**config.mk**
```make
export PLATFORM = sky130hd
export DESIGN_NAME = scr_receiver
export DESIGN_NICKNAME = d
export VERILOG_FILES = /design/src/design/scr_pkg.sv /design/src/design/scr_receiver.sv /design/src/design/scr_sync_edge.sv
export VERILOG_INCLUDE_DIRS = /design/src /design/src/design
export SDC_FILE = /design/constraint.sdc
export NUM_CORES = 1
export LEC_CHECK = 0
export ABC_AREA = 1
export BUFFER_PORTS_ARGS = -buffer_cell sky130_fd_sc_hd__buf_4
export CORE_MARGIN = 2
export CORE_UTILIZATION = 45
export CTS_BUF_LIST = sky130_fd_sc_hd__clkbuf_2
export DETAILED_ROUTE_END_ITERATION = 6
export PLACE_DENSITY = 0.69
export REMOVE_ABC_BUFFERS = 1
export SLEW_MARGIN = 30
export SYNTH_ARGS = -nofsm -noshare
export SYNTH_HDL_FRONTEND = slang
export SYNTH_HIERARCHICAL = 1
export SYNTH_SLANG_ARGS = --single-unit
```
**constraint.sdc**
```tcl
create_clock -name i_clk_sys -period 1.53 [get_ports i_clk_sys]
set_input_delay 0.0765 -clock i_clk_sys [delete_from_list [all_inputs] [get_ports i_clk_sys]]
set_output_delay 0.0765 -clock i_clk_sys [all_outputs]
set_load 0.03 [all_outputs]
```
**src/design/scr_regs.svh**
```systemverilog
// constants for the serial character receiver
`ifndef SCR_REGS_SVH
`define SCR_REGS_SVH
`define SCR_BITS_5         4'h5
`define SCR_BITS_8         4'h8
`define SCR_STOP_1_0       2'h0
`define SCR_STOP_1_5       2'h1
`define SCR_STOP_2_0       2'h2
`define SCR_START_HALVES   4'h0
`define SCR_STOP_HALVES_10 4'h2
`define SCR_STOP_HALVES_15 4'h3
`define SCR_STOP_HALVES_20 4'h4
`define SCR_DATA_RST       8'h00
`endif

```
**src/design/scr_pkg.sv**
```systemverilog
// types for the serial character receiver
package scr_pkg;
  typedef enum logic [3:0] {
    SCR_IDLE  = 4'b0001,
    SCR_START = 4'b0010,
    SCR_DATA  = 4'b0100,
    SCR_STOP  = 4'b1000
  } scr_state_t;
endpackage : scr_pkg

```
**src/design/scr_receiver.sv**
```systemverilog
// serial character receiver: serial to parallel with select and pacing
// What this block does
// - assemble 5- or 8-bit serial characters, deliver parallel on command
// - 5-bit frames of 7.0, 7.5 or 8.0 units by strap
// - 8-bit frames of 10.0, 10.5 or 11.0 units by strap
// - stop interval strap selects 1.0, 1.5 or 2 units
// - start pulse not longer than half unit is ignored
// - device-select decoding gates transfer, flag-sample and first flag-clear; standalone mode bypasses it
// - high second flag-clear drives reader-run request low
// - gated flag output high while flag sample request is low
// - character-in-progress drops when the last data bit arrives
// - transfer command places assembled register on parallel outputs
`timescale 1ns/1ps
`default_nettype none
`include "scr_regs.svh"
module scr_receiver
  import scr_pkg::*;
#(
  parameter logic [5:0] SEL_CODE = 6'h00
) (
  // clock and reset
  input  wire logic       i_clk_sys,
  input  wire logic       i_rst_b,
  // line and bit-rate clock
  input  wire logic       i_serial,
  input  wire logic       i_baud_x2,
  // straps
  input  wire logic       i_eight_bit,
  input  wire logic [1:0] i_stop_sel,
  // device select
  input  wire logic       i_sel_en,
  input  wire logic [5:0] i_sel_code,
  // control inputs
  input  wire logic       i_io_clear,
  input  wire logic       i_flag_sample,
  input  wire logic       i_flag_clr1,
  input  wire logic       i_flag_clr2,
  input  wire logic       i_xfer,
  // outputs
  output logic [7:0]      o_data,
  output logic            o_in_progress,
  output logic            o_in_progress_n,
  output logic            o_flag,
  output logic            o_flag_gated,
  output logic            o_reader_run_n
);
  scr_state_t state_q, state_d;
  logic [3:0] half_q, half_d;
  logic [3:0] bit_q, bit_d;
  logic [7:0] shift_q, shift_d;
  logic       tick;
  logic       flag_q;

  // half-unit tick from the bit-rate clock
  scr_sync_edge u_tick (
    .i_clk_sys (i_clk_sys),
    .i_rst_b   (i_rst_b),
    .i_level   (i_baud_x2),
    .o_rise    (tick)
  );

  // select passes when disabled or matched
  wire       sel_ok  = ~i_sel_en | (i_sel_code == SEL_CODE);
  wire [3:0] nbits   = i_eight_bit ? `SCR_BITS_8 : `SCR_BITS_5;
  wire [3:0] stop_h  = (i_stop_sel == `SCR_STOP_1_5) ? `SCR_STOP_HALVES_15 :
                       (i_stop_sel == `SCR_STOP_2_0) ? `SCR_STOP_HALVES_20 :
                       `SCR_STOP_HALVES_10;
  wire       last_b  = (bit_q == nbits - 4'h1);
  wire       mid_smp = tick & half_q[0];
  wire       done_ch = (state_q == SCR_DATA) & mid_smp & last_b;

  // next state, counters and shifter
  always_comb begin
    state_d = state_q;
    half_d  = half_q;
    bit_d   = bit_q;
    shift_d = shift_q;
    case (state_q)
      // wait for the line to drop at a tick
      SCR_IDLE: begin
        half_d = 4'h0;
        bit_d  = 4'h0;
        if (tick && !i_serial) begin
          state_d = SCR_START;
        end
      end

      // start must still be low one tick later
      SCR_START: begin
        if (tick) begin
          if (i_serial) begin
            state_d = SCR_IDLE;
          end else if (half_q == `SCR_START_HALVES) begin
            state_d = SCR_DATA;
            half_d  = 4'h0;
          end else begin
            half_d = half_q + 4'h1;
          end
        end
      end

      // sample on odd ticks, near mid-bit
      SCR_DATA: begin
        if (tick) begin
          half_d = half_q + 4'h1;
          if (half_q[0]) begin
            shift_d = {i_serial, shift_q[7:1]};
            bit_d   = bit_q + 4'h1;
            if (last_b) begin
              state_d = SCR_STOP;
              half_d  = 4'h0;
            end
          end
        end
      end

      // let the stop interval pass
      SCR_STOP: begin
        if (tick) begin
          half_d = half_q + 4'h1;
          if (half_q + 4'h1 >= stop_h) begin
            state_d = SCR_IDLE;
          end
        end
      end
      default: state_d = SCR_IDLE;
    endcase
    if (i_io_clear) begin
      state_d = SCR_IDLE;
    end
  end

  // 5-bit characters land right-justified
  wire [7:0] aligned = i_eight_bit ? shift_q : {3'h0, shift_q[7:3]};
  wire       clr1    = i_flag_clr1 & sel_ok;
  wire       flag_d  = done_ch | (flag_q & ~clr1 & ~i_flag_clr2);
  wire       busy_d  = (state_d == SCR_START) |
                       (state_d == SCR_DATA);
  wire       xfer_ok = i_xfer & sel_ok;
  wire       smp_ok  = i_flag_sample & sel_ok;

  // frame state
  always_ff @(posedge i_clk_sys or negedge i_rst_b) begin
    if (!i_rst_b) begin
      state_q <= SCR_IDLE;
    end else begin
      state_q <= state_d;
    end
  end

  // half-tick and bit counters
  always_ff @(posedge i_clk_sys or negedge i_rst_b) begin
    if (!i_rst_b) begin
      half_q <= 4'h0;
      bit_q  <= 4'h0;
    end else begin
      half_q <= half_d;
      bit_q  <= bit_d;
    end
  end

  // receive shifter
  always_ff @(posedge i_clk_sys or negedge i_rst_b) begin
    if (!i_rst_b) begin
      shift_q <= `SCR_DATA_RST;
    end else begin
      shift_q <= shift_d;
    end
  end

  // sticky done flag, set beats clear
  always_ff @(posedge i_clk_sys or negedge i_rst_b) begin
    if (!i_rst_b) begin
      flag_q <= 1'b0;
      o_flag <= 1'b0;
    end else begin
      flag_q <= flag_d;
      o_flag <= flag_d;
    end
  end

  // parallel register, loaded on a selected transfer
  always_ff @(posedge i_clk_sys or negedge i_rst_b) begin
    if (!i_rst_b) begin
      o_data <= `SCR_DATA_RST;
    end else if (xfer_ok) begin
      o_data <= aligned;
    end
  end

  // in progress and its inverse for transmitter hold
  always_ff @(posedge i_clk_sys or negedge i_rst_b) begin
    if (!i_rst_b) begin
      o_in_progress   <= 1'b0;
      o_in_progress_n <= 1'b1;
    end else begin
      o_in_progress   <= busy_d;
      o_in_progress_n <= ~busy_d;
    end
  end

  // strobe gate and reader pacing
  always_ff @(posedge i_clk_sys or negedge i_rst_b) begin
    if (!i_rst_b) begin
      o_flag_gated   <= 1'b0;
      o_reader_run_n <= 1'b1;
    end else begin
      o_flag_gated   <= ~smp_ok;
      o_reader_run_n <= ~i_flag_clr2;
    end
  end
endmodule : scr_receiver
`default_nettype wire

```
**src/design/scr_sync_edge.sv**
```systemverilog
// rising-edge detector for the twice-bit-rate (half-unit) timing clock input
`timescale 1ns/1ps
`default_nettype none
module scr_sync_edge (
  // clock and reset
  input  wire logic i_clk_sys,
  input  wire logic i_rst_b,
  // level in, pulse out
  input  wire logic i_level,
  output logic      o_rise
);
  logic lvl_q;

  always_ff @(posedge i_clk_sys or negedge i_rst_b) begin
    if (!i_rst_b) begin
      lvl_q <= 1'b0;
    end else begin
      lvl_q <= i_level;
    end
  end

  assign o_rise = i_level & ~lvl_q;
endmodule : scr_sync_edge
`default_nettype wire
```
==> flow_summary.html <==
<table>
<tr><th>Metric</th><th>Value</th></tr>
<tr><th colspan="2">Drt</th></tr>
<tr><td>Drt first-iter violations</td><td>72</td></tr>
<tr><td>Wire per inst</td><td>11.3 um</td></tr>
<tr><td>Iteration count of the initial detailed-routing pass</td><td>4</td></tr>
<tr><td>DRT Wirelength</td><td>3740 um</td></tr>
<tr><td>Number of routed nets with antenna violations</td><td>0</td></tr>
<tr><td>Remaining routing DRC violations</td><td>0</td></tr>
<tr><td>Total number of vias</td><td>between 1500 and 2000</td></tr>
<tr><td>Via-to-Cell Ratio</td><td>4.93</td></tr>
<tr><th colspan="2">Logic synthesis</th></tr>
<tr><td>Proportion of synthesized chip area in sequential cells</td><td>47.7%</td></tr>
<tr><td>Avg Inst Size Synth</td><td>roughly 7.9 um^2</td></tr>
<tr><td>Total of warnings raised by yosys</td><td>6</td></tr>
<tr><td>Combined area of all synthesized cells</td><td>1790 um^2</td></tr>
<tr><td>Basic-gate share of the synthesized area counting and, or, nand and nor cells</td><td>30.5%</td></tr>
<tr><td>Cell with the most instances after synthesis</td><td>sky130_fd_sc_hd__nand2_1</td></tr>
<tr><td>Number of flip-flops and latches in the synthesized netlist</td><td>34</td></tr>
<tr><td>Multiplexer fraction of the synthesized cell area</td><td>0%</td></tr>
<tr><td>Number of enable flip-flop cells after synthesis</td><td>0</td></tr>
<tr><td>Portion of synthesized cell area occupied by the leading cell type</td><td>a little over two fifths</td></tr>
<tr><td>Adder-cell share of the synthesized area</td><td>4.19%</td></tr>
<tr><td>Post-synth cell types</td><td>27</td></tr>
<tr><td>Synth area leaders</td><td>sky130_fd_sc_hd__dfrtp_1 43%, sky130_fd_sc_hd__nand2_1 15%, sky130_fd_sc_hd__inv_1 6.3%</td></tr>
<tr><td>Xor-xnor portion of the synthesized cell area</td><td>0.977%</td></tr>
<tr><td>Cells after synthesis</td><td>between 200 and 250</td></tr>
<tr><td>Largest area contributor in the synthesized netlist</td><td>sky130_fd_sc_hd__dfrtp_1</td></tr>
<tr><td>Most instantiated flip-flop cell in the synthesis netlist</td><td>sky130_fd_sc_hd__dfrtp_1</td></tr>
<tr><td>Compound-Gate Fraction of Synth Area</td><td>8.51%</td></tr>
<tr><td>Async S/R FF share, synth</td><td>100%</td></tr>
<tr><td>Top cells by instance count after synthesis</td><td>70 x sky130_fd_sc_hd__nand2_1, 31 x sky130_fd_sc_hd__dfrtp_1, 30 x sky130_fd_sc_hd__inv_1</td></tr>
<tr><td>Largest family of logic cells by synthesized area</td><td>simple AND/OR/NAND/NOR gates</td></tr>
<tr><th colspan="2">Die</th></tr>
<tr><td>Vertical die dimension</td><td>67.1 um</td></tr>
<tr><td>Starting density of the core</td><td>47.9%</td></tr>
<tr><td>Die Area</td><td>4510 um^2</td></tr>
<tr><td>Standard-cell rows</td><td>22</td></tr>
<tr><td>Core Region</td><td>3740 um^2</td></tr>
<tr><td>Count of pins on the block boundary</td><td>32</td></tr>
<tr><td>Die W</td><td>approximately 67 um</td></tr>
<tr><th colspan="2">GRT</th></tr>
<tr><td>Total congestion overflow after global routing</td><td>0</td></tr>
<tr><td>Number of antenna violations at the first check in global routing</td><td>0</td></tr>
<tr><td>Maximum number of pins on one net before global-route repair</td><td>35</td></tr>
<tr><td>Total routing resource utilization after global routing</td><td>about a fifth</td></tr>
<tr><td>First-pass GRT wire length</td><td>around 6600 um</td></tr>
<tr><td>Number of global-route vias before repair</td><td>1537</td></tr>
<tr><th colspan="2">Timing</th></tr>
<tr><td>Shortest clock period the worst path allows after layout</td><td>1.49 ns</td></tr>
<tr><td>Fin worst setup slack</td><td>0.0411 ns</td></tr>
<tr><td>Max Freq</td><td>672 MHz</td></tr>
<tr><td>Unrepaired setup endpoints after global routing</td><td>yes</td></tr>
<tr><td>Headroom to the max-slew limit</td><td>72.7%</td></tr>
<tr><td>Hold WS</td><td>between 0.1 and 0.15 ns</td></tr>
<tr><td>Clock Skew</td><td>0.0180 ns</td></tr>
<tr><td>Number of failing hold endpoints at the final stage</td><td>0</td></tr>
<tr><td>Number of max-slew violations in the final report</td><td>0</td></tr>
<tr><td>Final worst-path cycle share</td><td>a little over nine tenths</td></tr>
<tr><td>Slew @ Worst Pin</td><td>between 0.4 and 0.5 ns</td></tr>
<tr><td>Endpoints failing setup</td><td>0</td></tr>
<tr><th colspan="2">Pwr</th></tr>
<tr><td>Internal power component</td><td>0.00117 W</td></tr>
<tr><td>Post-layout total power</td><td>0.00166 W</td></tr>
<tr><td>Maximum ir drop on the vdd rail</td><td>0.490 mV</td></tr>
<tr><td>Switching power share of the total</td><td>29.5%</td></tr>
<tr><td>Share of total power in sequential cells</td><td>58.0%</td></tr>
<tr><td>Clock share of power</td><td>around 24%</td></tr>
<tr><td>Combinational share of power</td><td>around 18%</td></tr>
<tr><td>Cell Pwr Density</td><td>around 700 nW/um^2</td></tr>
<tr><td>Leakage power total</td><td>1.23 nW</td></tr>
<tr><td>Net Sw Power</td><td>0.000490 W</td></tr>
<tr><th colspan="2">Layout</th></tr>
<tr><td>Share of final-layout standard cells stronger than drive strength 1</td><td>between 30% and 40%</td></tr>
<tr><td>Number of nets in the layout</td><td>between 300 and 400</td></tr>
<tr><td>Finished Layout Cells</td><td>331</td></tr>
<tr><td>Core utilization of the finished layout</td><td>63.2%</td></tr>
<tr><td>Total inserted antenna cells</td><td>0</td></tr>
<tr><td>Synthesis-to-finish area growth</td><td>31.9%</td></tr>
<tr><th colspan="2">Worst setup path</th></tr>
<tr><td>Number of buffer and inverter instances along the worst setup path</td><td>1</td></tr>
<tr><td>Endpoint of the lowest-slack register-to-register path</td><td>half_q[2]</td></tr>
<tr><td>Worst-path cell chain</td><td>nor2_2, inv_1, nor2_2, nor2_1, nor2_1, nand3_1, nand2_1</td></tr>
<tr><td>Crit path max fanout</td><td>5</td></tr>
<tr><td>Type of element launching the critical path</td><td>register</td></tr>
<tr><td>Critical path data required time</td><td>between 1.5 and 2 ns</td></tr>
<tr><td>Register-to-register setup slack</td><td>0.04 ns</td></tr>
<tr><td>Startpoint of the worst register-to-register path</td><td>state_q[2]</td></tr>
<tr><td>Top cell family by delay on the critical path</td><td>simple AND/OR/NAND/NOR gates</td></tr>
<tr><td>Arrival time at the worst endpoint</td><td>1.80 ns</td></tr>
<tr><td>Max incr delay on CP</td><td>0.47 ns</td></tr>
<tr><td>Setup Crit Path Kind</td><td>register to register</td></tr>
<tr><td>Cell count of the worst reg-to-reg path</td><td>7</td></tr>
<tr><td>Critical path's slowest cell</td><td>sky130_fd_sc_hd__dfrtp_1</td></tr>
<tr><td>Kind of capture point of the worst setup path</td><td>register</td></tr>
<tr><th colspan="2">Clock network</th></tr>
<tr><td>Clock sink count</td><td>34</td></tr>
<tr><td>TritonCTS clock tree</td><td>yes</td></tr>
<tr><td>CTS H-Tree Depth</td><td>2</td></tr>
<tr><td>Number of CTS-inserted buffers</td><td>5</td></tr>
<tr><td>Clock edge transition at the registers on the reported setup and hold paths</td><td>0.18 ns</td></tr>
<tr><td>Number of buffers on the longest clock path</td><td>2</td></tr>
<tr><td>Clock network latency to the later pin of the worst-skew pair</td><td>0.37 ns</td></tr>
<tr><td>Clock Tree Root</td><td>sky130_fd_sc_hd__clkbuf_2</td></tr>
<tr><th colspan="2">Placed design</th></tr>
<tr><td>Cell count after placement</td><td>311</td></tr>
<tr><td>Number of port buffers</td><td>31</td></tr>
<tr><td>Post-place setup slack</td><td>-0.0541 ns</td></tr>
<tr><td>Gpl congestion</td><td>0.853</td></tr>
<tr><td>DP HPWL</td><td>approximately 2600 um</td></tr>
<tr><th colspan="2">Run</th></tr>
<tr><td>Max Cap Viol</td><td>0</td></tr>
<tr><th colspan="2">Hold path</th></tr>
<tr><td>Tightest Hold Check Type</td><td>input port to register</td></tr>
<tr><td>Number of stages on the worst hold path</td><td>5</td></tr>
<tr><td>Hold_sp</td><td>i_sel_en</td></tr>
<tr><td>Hold path endpoint</td><td>flag_q</td></tr>
<tr><th colspan="2">Status</th></tr>
<tr><td>Run status</td><td>completed</td></tr>
</table>
[state kept, by name, indices dropped and copies added (netlist names)]
name             cells
o_reader_run_n       1
half_q               4
o_in_progress_n      1
state_q              4
o_flag_gated         1
shift_q              8
bit_q                4
u_tick/lvl_q         1
flag_q               1
o_data               8
o_in_progress        1
[worst reg2reg max path, delay by kind of cell, from the launching register on]
family                 cells  cell delay [ns]
DFF                        1             0.47
buffers and inverters      1             0.09
and+or+nand+nor            6             0.87
[cells in the final DEF (no fill, tap or decap), drive strengths merged]
cell and n:
o21ai 18, inv 31, xor2 2, nor2 26, buf 43, clkinv 2
clkbuf 5, dlygate4sd3 9, nand4 2, a31oi 5, dfrtp 31, a21oi 1
dfstp 3, o31ai 1, clkinvlp 1, nor3 1, a21boi 1, or2 2
nor3b 1, ha 6, nand2 71, nand3 21
[cell families after synthesis]
kind of cell,after synthesis
buffers and inverters,34
XOR/XNOR,2
AND/OR/NAND/NOR,124
AO/OA/AOI/OAI,26
flip-flops,34
adder cells (fa/ha/maj),6
[what timing repair did]
item | CTS | global route
pin swaps | 5 | 7
hold buffers | 9 | 0
setup buffers | 3 | 1
hold endpoints to repair | 46 | 0
endpoints found under the setup margin | 2 | 16
resized for setup | 8 | 14
[per-layer routing]
layer / wire length, um / global-route usage [%] / vias to the layer above / share of wire [%]
li1: - / - / 829 / -
met5: 0 / 0 / - / 0
met1: 1660 / 24.5 / 739 / 44
met4: 82 / 8.42 / 0 / 2.2
met3: 274 / 5.74 / 9 / 7.3
met2: 1720 / 31.2 / 54 / 46
[per-stage QoR]
| stage | setup TNS, ns | instance area [um^2] |
|---|---|---|
| floorplan | -0.677 | 1760 |
| global placement | -0.00670 | 2120 |
| detailed placement | -0.0541 | 2120 |
| CTS | 0 | 2320 |
| global route | -0.677 | 2360 |
| finish | 0 | 2360 |
[worst max-delay path by stage]
stage,start,to,cells past startpoint
after global placement,half_q[0],state_q[3],10
after CTS,half_q[0],state_q[3],8
after global routing,state_q[2],half_q[1],8
after detailed placement,half_q[0],state_q[3],10
after floorplan,u_tick/lvl_q,shift_q[0],6
final,state_q[2],half_q[2],7
[layout make-up]
cell class                      instances  area (um^2)
Clock buffer                            5         25.0
Clock inverter                          3         16.3
Fill cell                             320         1380
Inverter                               31          116
Multi-Input combinational cell        158          875
Sequential cell                        34          856
Tap cell                               48         60.1
Timing Repair Buffer                   52          417
[power by group through the flow]
stage | logic [W] | registers, W | clock network, W
2_1_floorplan | 0.0000847 | 0.00103 | 0
3_3_place_gp | 0.000269 | 0.000976 | 0
3_5_place_dp | 0.000270 | 0.000979 | 0
4_1_cts | 0.000291 | 0.000963 | 0.000421
5_1_grt | 0.000329 | 0.000969 | 0.000467
6_report | 0.000296 | 0.000962 | 0.000400
Power figures use the tool's default switching activity.
